File: src/hw/pdsc_pkg.sv
// How it works
// - Zero-delay mode feeds back the external output
// - Outside zero-delay mode, oscillator runs at reference times feedback over prescale
// - Prescale and feedback dividers take 1 to 512
// - Prescale divider has no duty-cycle control
// - Five post dividers drive global nets, external output
// - Post range 512 at 50%, else 256
// - Post divide equals high plus low count
// - Cascaded post dividers multiply their settings
// - Cascade map fixed at build, read-only
// - Duty step is one over divide value
// - Gated phase detector holds oscillator, slow droop
// - Loop reset clears dividers, outputs, lock, oscillator
// - After loop reset, relock to current reference
// - Lock flag only when loop is locked
// - Lost reference switches to the backup input
// - Two loss flags and one active flag
// - Automatic switching alternates any number of times
// - Primary low two periods raises loss, selects backup
// - Switch automatically or on manual request
// - Gate on old falling edge, switch on new
// - Request fall ignored; high request blocks switching
// - Wait for the new clock before switching
package pdsc_pkg;
    localparam int NUM_POST = 5;
    localparam int DIV_W = 10;
    localparam int CTL_W = 16;
    localparam int CTRL_W = 4;
    localparam int REF_LOSS_PERIODS = 2;
    localparam logic [DIV_W-1:0] DIV_MIN = 10'h001;
    localparam logic [DIV_W:0] DIV_MAX_EVEN = 11'h200;
    localparam logic [DIV_W:0] DIV_MAX_ODD = 11'h100;
    localparam logic [DIV_W-1:0] DIV_RESET = 10'h001;
    localparam logic [7:0] OFS_CTRL = 8'h00;
    localparam logic [7:0] OFS_PRESCALE = 8'h04;
    localparam logic [7:0] OFS_FEEDBACK = 8'h08;
    localparam logic [7:0] OFS_POST0 = 8'h0C;
    localparam logic [7:0] OFS_STEP = 8'h04;
    localparam logic [7:0] OFS_CASCADE = 8'h20;
    localparam logic [7:0] OFS_STATUS = 8'h24;
    localparam logic [7:0] OFS_VCO = 8'h28;
    localparam int CTRL_LOOP_RESET = 0;
    localparam int CTRL_PFD_EN = 1;
    localparam int CTRL_ZERO_DELAY = 2;
    localparam int CTRL_MANUAL = 3;
    localparam logic [CTRL_W-1:0] CTRL_RESET = 4'h2;
    localparam int POST_LOW_LSB = 10;
    localparam int ST_LOCK = 0;
    localparam int ST_BAD0 = 1;
    localparam int ST_BAD1 = 2;
    localparam int ST_ACTIVE = 3;
    localparam int ST_BUSY = 4;
    localparam logic [CTL_W-1:0] NOMINAL_CTL = 16'h4000;
    localparam logic signed [7:0] DIFF_LIM = 8'sh40;
    localparam logic signed [7:0] DIFF_TOL = 8'sh01;

    typedef enum logic [1:0] {SW_RUN, SW_GATE, SW_WAIT_NEW} pdsc_sw_t;

    typedef struct packed {
        logic [DIV_W-1:0] low;
        logic [DIV_W-1:0] high;
    } pdsc_post_cfg_t;

    localparam pdsc_post_cfg_t POST_RESET = '{low: 10'h000, high: DIV_RESET};

    typedef struct packed {
        logic psel;
        logic penable;
        logic pwrite;
        logic [7:0] paddr;
        logic [31:0] pwdata;
    } pdsc_apb_req_t;

    typedef struct packed {
        logic [31:0] prdata;
        logic pready;
        logic pslverr;
    } pdsc_apb_rsp_t;
endpackage : pdsc_pkg

File: src/hw/pdsc_divider.sv
module pdsc_divider
    import pdsc_pkg::*;
(
    input wire logic clock,
    input wire logic arst_n,
    input wire logic clear,
    input wire logic tick_in,
    input wire logic [DIV_W-1:0] high,
    input wire logic [DIV_W-1:0] low,
    output logic out_level,
    output logic out_tick
);
    typedef struct packed {
        logic [DIV_W-1:0] cnt;
        logic out;
    } pdsc_div_state_t;

    pdsc_div_state_t st;
    pdsc_div_state_t next_st;
    logic [DIV_W:0] total;
    logic [DIV_W:0] cnt_inc;

    // Output is high for the first high ticks of each period, so the duty step is one tick
    always_comb begin
        total = {1'b0, high} + {1'b0, low};
        cnt_inc = {1'b0, st.cnt} + 11'h001;
        next_st = st;
        out_tick = 1'b0;
        if (clear) begin
            next_st = '0;
        end else if (tick_in) begin
            if (cnt_inc >= total) begin
                next_st.cnt = '0;
                out_tick = 1'b1;
            end else begin
                next_st.cnt = cnt_inc[DIV_W-1:0];
            end
            next_st.out = next_st.cnt < high;
        end else if ({1'b0, st.cnt} >= total) begin
            // A setting cut below the running count restarts it instead of letting it run past the new end
            next_st.cnt = '0;
        end
    end

    always_ff @(posedge clock or negedge arst_n) begin
        if (!arst_n) begin
            st <= '0;
        end else begin
            st <= next_st;
        end
    end

    assign out_level = st.out;

    count_bound_a: assert property (@(posedge clock) disable iff (!arst_n)
        !clear && total != 11'h000 && high == $past(high) && low == $past(low) |-> {1'b0, st.cnt} < total)
        else $error("divider count passed high plus low");
endmodule : pdsc_divider

File: src/hw/pdsc_clock_sense.sv
module pdsc_clock_sense
    import pdsc_pkg::*;
#(
    parameter int LOSS_CYCLES = 16
)
(
    input wire logic clock,
    input wire logic arst_n,
    input wire logic ref_in,
    output logic lost,
    output logic rise,
    output logic fall
);
    localparam int CNT_W = $clog2(LOSS_CYCLES + 1);
    localparam logic [CNT_W-1:0] LOSS_LAST = CNT_W'(LOSS_CYCLES - 1);

    if (LOSS_CYCLES < 2) begin : g_bad_params
        $error("pdsc_clock_sense: LOSS_CYCLES below 2");
    end

    typedef struct packed {
        logic prev;
        logic [CNT_W-1:0] cnt;
        logic lost;
    } pdsc_sense_state_t;

    pdsc_sense_state_t st;
    pdsc_sense_state_t next_st;

    assign rise = ref_in & ~st.prev;
    assign fall = ~ref_in & st.prev;

    // Counting from any edge also catches a reference stuck high, not only stuck low
    always_comb begin
        next_st = st;
        next_st.prev = ref_in;
        if (rise || fall) begin
            next_st.cnt = '0;
        end else if (st.cnt == LOSS_LAST) begin
            next_st.lost = 1'b1;
        end else begin
            next_st.cnt = st.cnt + CNT_W'(1);
        end
        if (rise) begin
            next_st.lost = 1'b0;
        end
    end

    always_ff @(posedge clock or negedge arst_n) begin
        if (!arst_n) begin
            st <= '0;
        end else begin
            st <= next_st;
        end
    end

    assign lost = st.lost;

    loss_delay_a: assert property (@(posedge clock) disable iff (!arst_n)
        $rose(st.lost) |-> $past(st.cnt) == LOSS_LAST && $past(ref_in) == $past(ref_in, 2))
        else $error("loss flag raised before the stopped interval");

    edge_recovers_a: assert property (@(posedge clock) disable iff (!arst_n)
        rise |=> !st.lost ##1 !st.lost)
        else $error("loss flag stayed up after a rising edge");
endmodule : pdsc_clock_sense

File: src/hw/pdsc_top.sv
module pdsc_top
    import pdsc_pkg::*;
#(
    parameter int REF_PERIOD_CYCLES = 8,
    parameter int LOCK_COUNT = 16,
    parameter int DRIFT_CYCLES = 1024,
    parameter logic [NUM_POST-2:0] CASCADE_MAP = 4'h0
)
(
    input wire logic clock,
    input wire logic arst_n,
    input wire pdsc_apb_req_t apb_req,
    output pdsc_apb_rsp_t apb_rsp,
    input wire logic primary_ref_input,
    input wire logic backup_ref_input,
    input wire logic loop_reset,
    input wire logic phase_det_enable,
    input wire logic manual_switch_req,
    output logic [NUM_POST-1:0] global_clock_net,
    output logic ext_clock_out,
    output logic locked,
    output logic [1:0] ref_lost,
    output logic active_clock
);
    localparam int LOSS_CYCLES = REF_LOSS_PERIODS * REF_PERIOD_CYCLES;
    localparam int DRIFT_W = $clog2(DRIFT_CYCLES);
    localparam logic [DRIFT_W-1:0] DRIFT_LAST = DRIFT_W'(DRIFT_CYCLES - 1);
    localparam logic [7:0] LOCK_LAST = 8'(LOCK_COUNT - 1);

    if (REF_PERIOD_CYCLES < 1 || LOCK_COUNT < 1 || LOCK_COUNT > 255 || DRIFT_CYCLES < 2) begin : g_bad_params
        $error("pdsc_top: parameter out of range");
    end

    typedef struct packed {
        logic [CTRL_W-1:0] ctrl;
        logic [DIV_W-1:0] presc;
        logic [DIV_W-1:0] fbdiv;
        pdsc_post_cfg_t [NUM_POST-1:0] post;
        logic [31:0] rdata;
        logic [CTL_W-1:0] acc;
        logic [CTL_W-1:0] ctl;
        logic signed [7:0] diff;
        logic [7:0] lock_cnt;
        logic locked;
        logic [DRIFT_W-1:0] drift_cnt;
        pdsc_sw_t sw;
        logic active;
        logic gated;
        logic man_prev;
    } pdsc_top_state_t;

    localparam pdsc_top_state_t ST_RESET = '{
        ctrl: CTRL_RESET,
        presc: DIV_RESET,
        fbdiv: DIV_RESET,
        post: {NUM_POST{POST_RESET}},
        ctl: NOMINAL_CTL,
        sw: SW_RUN,
        default: '0
    };

    function automatic logic div_legal(input logic [31:0] v);
        return v[31:DIV_W] == '0 && v[DIV_W-1:0] >= DIV_MIN && {1'b0, v[DIV_W-1:0]} <= DIV_MAX_EVEN;
    endfunction : div_legal

    // An odd total with high one above low counts as the 50% setting
    function automatic logic post_legal(input logic [31:0] v);
        logic [DIV_W-1:0] hi;
        logic [DIV_W-1:0] lo;
        logic [DIV_W:0] sum;
        logic half;
        hi = v[DIV_W-1:0];
        lo = v[POST_LOW_LSB +: DIV_W];
        sum = {1'b0, hi} + {1'b0, lo};
        half = (hi == lo) || (hi == lo + DIV_W'(1));
        return v[31:2*DIV_W] == '0 && hi >= DIV_MIN && sum <= (half ? DIV_MAX_EVEN : DIV_MAX_ODD);
    endfunction : post_legal

    function automatic logic post_hit(input logic [7:0] a, input int i);
        return a == OFS_POST0 + 8'(i) * OFS_STEP;
    endfunction : post_hit

    pdsc_top_state_t st;
    pdsc_top_state_t next_st;
    logic lp_reset;
    logic pfd_on;
    logic zero_delay;
    logic man_req;
    logic man_rise;
    logic bad0;
    logic bad1;
    logic rise0;
    logic rise1;
    logic fall0;
    logic fall1;
    logic old_bad;
    logic new_bad;
    logic old_fall;
    logic new_fall;
    logic ref_rise;
    logic pre_tick;
    logic fb_src;
    logic fb_tick;
    logic vco_tick;
    logic [CTL_W:0] acc_sum;
    logic [NUM_POST-1:0] post_src;
    logic [NUM_POST-1:0] post_tick;
    logic setup;
    logic access;
    logic mapped;
    logic ro_hit;
    logic value_ok;
    logic err;
    logic wr_en;
    logic [31:0] rd;

    assign lp_reset = loop_reset | st.ctrl[CTRL_LOOP_RESET];
    assign pfd_on = phase_det_enable & st.ctrl[CTRL_PFD_EN];
    assign zero_delay = st.ctrl[CTRL_ZERO_DELAY];
    assign man_req = manual_switch_req | st.ctrl[CTRL_MANUAL];
    assign man_rise = man_req & ~st.man_prev;

    pdsc_clock_sense #(.LOSS_CYCLES(LOSS_CYCLES)) u_sense_primary (
        .clock(clock),
        .arst_n(arst_n),
        .ref_in(primary_ref_input),
        .lost(bad0),
        .rise(rise0),
        .fall(fall0)
    );

    pdsc_clock_sense #(.LOSS_CYCLES(LOSS_CYCLES)) u_sense_backup (
        .clock(clock),
        .arst_n(arst_n),
        .ref_in(backup_ref_input),
        .lost(bad1),
        .rise(rise1),
        .fall(fall1)
    );

    assign old_bad = st.active ? bad1 : bad0;
    assign new_bad = st.active ? bad0 : bad1;
    assign old_fall = st.active ? fall1 : fall0;
    assign new_fall = st.active ? fall0 : fall1;
    assign ref_rise = ~st.gated & (st.active ? rise1 : rise0);

    // Prescaler only counts edges; its level output is of no use
    pdsc_divider u_prescale (
        .clock(clock),
        .arst_n(arst_n),
        .clear(lp_reset),
        .tick_in(ref_rise),
        .high(st.presc),
        .low('0),
        .out_level(),
        .out_tick(pre_tick)
    );

    // Phase accumulator stands in for the oscillator: carry rate is ctl over 2^CTL_W
    assign acc_sum = {1'b0, st.acc} + {1'b0, st.ctl};
    assign vco_tick = acc_sum[CTL_W] & ~lp_reset;

    for (genvar i = 0; i < NUM_POST; i++) begin : g_post
        if (i == 0) begin : g_src
            assign post_src[i] = vco_tick;
        end else begin : g_src
            assign post_src[i] = CASCADE_MAP[i-1] ? post_tick[i-1] : vco_tick;
        end
        pdsc_divider u_div (
            .clock(clock),
            .arst_n(arst_n),
            .clear(lp_reset),
            .tick_in(post_src[i]),
            .high(st.post[i].high),
            .low(st.post[i].low),
            .out_level(global_clock_net[i]),
            .out_tick(post_tick[i])
        );
    end

    assign ext_clock_out = global_clock_net[0];
    assign fb_src = zero_delay ? post_tick[0] : vco_tick;

    pdsc_divider u_feedback (
        .clock(clock),
        .arst_n(arst_n),
        .clear(lp_reset),
        .tick_in(fb_src),
        .high(st.fbdiv),
        .low('0),
        .out_level(),
        .out_tick(fb_tick)
    );

    assign setup = apb_req.psel & ~apb_req.penable;
    assign access = apb_req.psel & apb_req.penable;
    assign mapped = apb_req.paddr[1:0] == 2'h0 && apb_req.paddr <= OFS_VCO;
    assign ro_hit = apb_req.paddr == OFS_CASCADE || apb_req.paddr == OFS_STATUS || apb_req.paddr == OFS_VCO;

    always_comb begin
        value_ok = 1'b1;
        if (apb_req.paddr == OFS_PRESCALE || apb_req.paddr == OFS_FEEDBACK) begin
            value_ok = div_legal(apb_req.pwdata);
        end
        for (int i = 0; i < NUM_POST; i++) begin
            if (post_hit(apb_req.paddr, i)) begin
                value_ok = post_legal(apb_req.pwdata);
            end
        end
    end

    // Out-of-range values are refused whole rather than clipped into a setting nobody asked for
    assign err = access & (~mapped | (apb_req.pwrite & (ro_hit | ~value_ok)));
    assign wr_en = access & apb_req.pwrite & ~err;

    always_comb begin
        rd = '0;
        case (apb_req.paddr)
            OFS_CTRL: rd[CTRL_W-1:0] = st.ctrl;
            OFS_PRESCALE: rd[DIV_W-1:0] = st.presc;
            OFS_FEEDBACK: rd[DIV_W-1:0] = st.fbdiv;
            OFS_CASCADE: rd[NUM_POST-2:0] = CASCADE_MAP;
            OFS_STATUS: begin
                rd[ST_LOCK] = st.locked;
                rd[ST_BAD0] = bad0;
                rd[ST_BAD1] = bad1;
                rd[ST_ACTIVE] = st.active;
                rd[ST_BUSY] = st.sw != SW_RUN;
            end
            OFS_VCO: rd[CTL_W-1:0] = st.ctl;
            default: rd = '0;
        endcase
        for (int i = 0; i < NUM_POST; i++) begin
            if (post_hit(apb_req.paddr, i)) begin
                rd[2*DIV_W-1:0] = st.post[i];
            end
        end
    end

    always_comb begin
        next_st = st;
        next_st.man_prev = man_req;
        if (setup) begin
            next_st.rdata = rd;
        end
        if (wr_en) begin
            case (apb_req.paddr)
                OFS_CTRL: next_st.ctrl = apb_req.pwdata[CTRL_W-1:0];
                OFS_PRESCALE: next_st.presc = apb_req.pwdata[DIV_W-1:0];
                OFS_FEEDBACK: next_st.fbdiv = apb_req.pwdata[DIV_W-1:0];
                default: next_st.ctrl = st.ctrl;
            endcase
            for (int i = 0; i < NUM_POST; i++) begin
                if (post_hit(apb_req.paddr, i)) begin
                    next_st.post[i] = apb_req.pwdata[2*DIV_W-1:0];
                end
            end
        end

        if (lp_reset) begin
            next_st.acc = '0;
            next_st.ctl = NOMINAL_CTL;
            next_st.diff = 8'sh00;
            next_st.lock_cnt = '0;
            next_st.locked = 1'b0;
            next_st.drift_cnt = '0;
        end else begin
            // Counters restart from zero, so the first edges after release realign the loop
            next_st.acc = acc_sum[CTL_W-1:0];
            if (pre_tick && !fb_tick && st.diff < DIFF_LIM) begin
                next_st.diff = st.diff + 8'sh01;
            end else if (fb_tick && !pre_tick && st.diff > -DIFF_LIM) begin
                next_st.diff = st.diff - 8'sh01;
            end
            if (pfd_on) begin
                next_st.drift_cnt = '0;
                if (pre_tick && st.diff > 8'sh00 && st.ctl != '1) begin
                    next_st.ctl = st.ctl + CTL_W'(1);
                end else if (pre_tick && st.diff < 8'sh00 && st.ctl != '0) begin
                    next_st.ctl = st.ctl - CTL_W'(1);
                end
            end else begin
                next_st.drift_cnt = (st.drift_cnt == DRIFT_LAST) ? '0 : st.drift_cnt + DRIFT_W'(1);
                if (st.drift_cnt == DRIFT_LAST && st.ctl != '0) begin
                    next_st.ctl = st.ctl - CTL_W'(1);
                end
            end
            if (!pfd_on || st.diff > DIFF_TOL || st.diff < -DIFF_TOL) begin
                next_st.lock_cnt = '0;
                next_st.locked = 1'b0;
            end else if (pre_tick) begin
                if (st.lock_cnt == LOCK_LAST) begin
                    next_st.locked = 1'b1;
                end else begin
                    next_st.lock_cnt = st.lock_cnt + 8'h01;
                end
            end
        end

        case (st.sw)
            SW_RUN: begin
                if (man_rise) begin
                    next_st.sw = SW_GATE;
                end else if (!man_req && old_bad && !new_bad) begin
                    next_st.sw = SW_GATE;
                end
            end
            SW_GATE: begin
                // A dead old clock gives no falling edge, so its loss flag stands in
                if (old_fall || old_bad) begin
                    next_st.gated = 1'b1;
                    next_st.sw = SW_WAIT_NEW;
                end
            end
            SW_WAIT_NEW: begin
                if (new_fall && !new_bad) begin
                    next_st.active = ~st.active;
                    next_st.gated = 1'b0;
                    next_st.sw = SW_RUN;
                end
            end
            default: next_st.sw = SW_RUN;
        endcase
    end

    always_ff @(posedge clock or negedge arst_n) begin
        if (!arst_n) begin
            st <= ST_RESET;
        end else begin
            st <= next_st;
        end
    end

    assign locked = st.locked;
    assign ref_lost = {bad1, bad0};
    assign active_clock = st.active;

    always_comb begin
        apb_rsp.prdata = st.rdata;
        apb_rsp.pready = access;
        apb_rsp.pslverr = err;
    end

    reset_clears_a: assert property (@(posedge clock) disable iff (!arst_n)
        lp_reset |=> !st.locked && st.ctl == NOMINAL_CTL && global_clock_net == '0)
        else $error("loop reset did not clear lock, oscillator and outputs");

    hold_gate_a: assert property (@(posedge clock) disable iff (!arst_n)
        !lp_reset && !pfd_on && st.drift_cnt != DRIFT_LAST |=> st.ctl == $past(st.ctl))
        else $error("oscillator moved while the phase detector was gated");

    lock_cause_a: assert property (@(posedge clock) disable iff (!arst_n)
        $rose(st.locked) |-> $past(pfd_on) && $past(pre_tick) && $past(st.lock_cnt) == LOCK_LAST)
        else $error("lock raised without a full run of aligned edges");

    lock_drop_a: assert property (@(posedge clock) disable iff (!arst_n)
        st.diff > DIFF_TOL || st.diff < -DIFF_TOL |=> !st.locked)
        else $error("lock held with phase error");

    auto_switch_a: assert property (@(posedge clock) disable iff (!arst_n)
        st.sw == SW_RUN && !man_req && old_bad && !new_bad |=> st.sw == SW_GATE)
        else $error("lost reference did not start a switchover");

    manual_block_a: assert property (@(posedge clock) disable iff (!arst_n)
        st.sw == SW_RUN && man_req && st.man_prev |=> st.sw == SW_RUN)
        else $error("switchover started while the request stayed high");

    active_edge_a: assert property (@(posedge clock) disable iff (!arst_n)
        $changed(st.active) |-> $past(st.sw) == SW_WAIT_NEW && $past(new_fall) && !$past(new_bad))
        else $error("active input changed outside a new-clock falling edge");

    gated_wait_a: assert property (@(posedge clock) disable iff (!arst_n)
        st.sw == SW_WAIT_NEW |-> st.gated && !ref_rise)
        else $error("reference not gated while waiting for the new clock");

    range_a: assert property (@(posedge clock) disable iff (!arst_n)
        st.presc >= DIV_MIN && {1'b0, st.presc} <= DIV_MAX_EVEN && {1'b0, st.fbdiv} <= DIV_MAX_EVEN)
        else $error("prescale or feedback divider out of range");
endmodule : pdsc_top

File: config.mk
export PLATFORM = sky130hd
export DESIGN_NAME = pdsc_top
export DESIGN_NICKNAME = d
export VERILOG_FILES = /design/src/hw/pdsc_pkg.sv /design/src/hw/pdsc_divider.sv /design/src/hw/pdsc_clock_sense.sv /design/src/hw/pdsc_top.sv
export SDC_FILE = /design/constraint.sdc
export NUM_CORES = 1
export LEC_CHECK = 0
export BUFFER_PORTS_ARGS = -buffer_cell sky130_fd_sc_hd__buf_2
export CAP_MARGIN = 0
export CORE_ASPECT_RATIO = 1.1
export CORE_MARGIN = 2
export CORE_UTILIZATION = 45
export DETAILED_ROUTE_END_ITERATION = 8
export SLEW_MARGIN = 10
export SYNTH_ARGS = -nofsm -noshare
export SYNTH_HDL_FRONTEND = slang
export SYNTH_HIERARCHICAL = 1
export SYNTH_SLANG_ARGS = --single-unit
File: constraint.sdc
create_clock -name clock -period 7.5 [get_ports clock]
set_clock_uncertainty 0.2 [all_clocks]
set_input_delay 1.125 -clock clock [delete_from_list [all_inputs] [get_ports clock]]
set_output_delay 1.125 -clock clock [all_outputs]
set_load 0.02 [all_outputs]
==> results.cfg <==
[floorplan]
fp-row-count = 89
dieArea_sq_mm = 0.0562
fp.dieH_um = 248
core_region_area_sq_mm = 0.0537
die_w_um = 226
start_util_pct = 45.5
io_pins = 94

[critical_path]
critPathBufInv = 0
cp_slowest_cell = nor3_1
critPathLaunchType = flop
crit_fanout = 15
crit_start = st[32]
timing.rr.start = st[32]
worstSetupEndpointType = flop
path_cells = ha_1, fa_1, a211oi_1, o21ai_0, a31oi_1, a21oi_1, a221o_1, a21o_1, and2_1, nand2_1, nor2b_1, a22o_1, nand2b_1, nor2b_1, nor3_1, nand3_1, mux2_2, or3_1, a21oi_1
r2r_setup_slack_ns = 1.22
slowest_delay_ns = 0.77
cp.required_ns = 7.76
critPathKind = reg -> reg
path_delay_family = simple AND/OR/NAND/NOR gates
critPathArrivalTime_ns = 6.55

[pwr]
ir_worst_vdd_v = 0.000162
p_leak_nw = 12.8
powerDensity_mw_per_mm2 = 164

[global_routing]
grt_pass1_vias = 20000
grt_use_total_pct = 25.5
globalRouteOverflowTotal = 0
antenna_found_initial = 2
grt_util_met3_pct = 4.45
grt_max_degree = 132
globalRouteMet2Util_pct = 43.5
busiest_layer = met2
grt_pass1_wl_um = 112000
use_met1_pct = 32.5

[placed_design]
gp_congestion = 0.916
placed_cell_area_sq_mm = 0.0252
dp_hpwl_um = 54200
io_buffers = 81

[timing]
fin_setup_tns_ns = 0
hold_violations = 0
period_share_pct = 83.8
rsz0062_at_grt = false
slew_headroom_pct = 31.0
worst_slew_pin_slew_ns = 1.03
max_freq_mhz = 159
period_minus_slack_ns = 6.28
drv_slew = 0
setup_violations = 0

[flow_run]
drv_cap = 0

[drt]
postRouteAntennaNets = 0
wl_um = 71000
drc_errors = 0
vias_per_cell = 5.99
drt_iter0_drc = 1463
vias = 20300
detail_route.wl_per_cell_um = 20.9
drt_first_pass_iters = 5

[clock_network]
holdBufCountCts = 0
cts_tree = yes
cts_root_buffer = clkbuf_16
clockBufferDepth = 3
clk_pin_slew_ns = 0.06
cts_buffers = 38
htree_levels = 2
cts_setup_buffers = 0
cts_resized = 0
cts_sinks = 297
clk_latency_ns = 0.57

[hold_path]
holdCritPathClass = reg -> reg
hp-start = apb_rsp[20]

[synth]
syn_area_per_cell_sq_um = 9.42
syn_area_sq_mm = 0.0244
ys_warn_count = 6
netlist_instances = 2592

[final_layout]
synthToLayoutAreaGrowth_pct = 8.52
drive_gt1_share_pct = 15.8
final_area_sq_mm = 0.0265
fin_nets = 2982
num_antenna_cells = 0

[outcome]
outcome = completed
[placed cells by master (no fill, tap or decap), types with 55 or more instances in the layout]
cell type,count
o21ai_0,100
mux2_2,121
inv_1,148
a21oi_1,118
a21o_1,67
buf_2,80
nand2_1,162
xor2_1,66
nand3_1,73
dfrtp_1,288
nor3_1,68
ha_1,287
xnor2_1,69
a22oi_1,55
nor2_1,163
[metal layers]
metal  wire length [um]  part of all wire (%)  vias to the layer above
met3               3560                   5.0                      152
met2              34000                    48                      528
met4               2460                   3.5                        4
li1                   -                     -                     9634
met5                 27                 0.038                        -
met1              30900                    44                     9984
[layout make-up]
class | count | area (sq um)
well taps | 728 | 911
multi-input cells | 2054 | 15800
clock buffers | 52 | 1110
inverters | 149 | 559
clock inverters | 16 | 176
flip-flops and latches | 297 | 7440
repair buffers | 96 | 541
fillers | 5086 | 27200
[flip-flops by register name, summed over array words and instances, names as in the netlist, 5 cells and up]
name / flops
st: 186
g_post.u_div/st: 50
apb_rsp: 20
u_feedback/st: 10
u_prescale/st: 10
u_sense_backup/st: 6
u_sense_primary/st: 6
g_post.u_div/out_level: 5
[power by group]
group	leakage [nW]	switching, mW	total, mW	internal, mW
registers	4.07	0.120	1.80	1.68
logic	8.09	0.398	0.649	0.251
clock network	0.629	0.765	1.91	1.15
total	12.8	1.28	4.36	3.07
[worst paths after layout]
check,end,cells past startpoint
worst max-delay path,st[27],19
worst min-delay path,apb_rsp[20],1
worst max register to register,st[27],19
worst min register to register,apb_rsp[20],1
max in group asynchronous,st[59],2
min in group asynchronous,g_post[1].u_div/st[3],1
[per-stage QoR]
step	util, %	power [mW]	instances	setup slack, ns	hold WS [ns]
2_1_floorplan	-	2.25	2625	2.03	0.251
3_3_place_gp	47.0	2.45	3324	1.51	0.256
3_5_place_dp	47.0	2.47	3324	1.28	0.261
4_1_cts	49.4	4.40	3392	1.24	0.274
5_1_grt	49.4	4.56	3392	0.744	0.282
6_report	49.4	4.36	3392	1.22	0.267
Power figures use the tool's default switching activity.
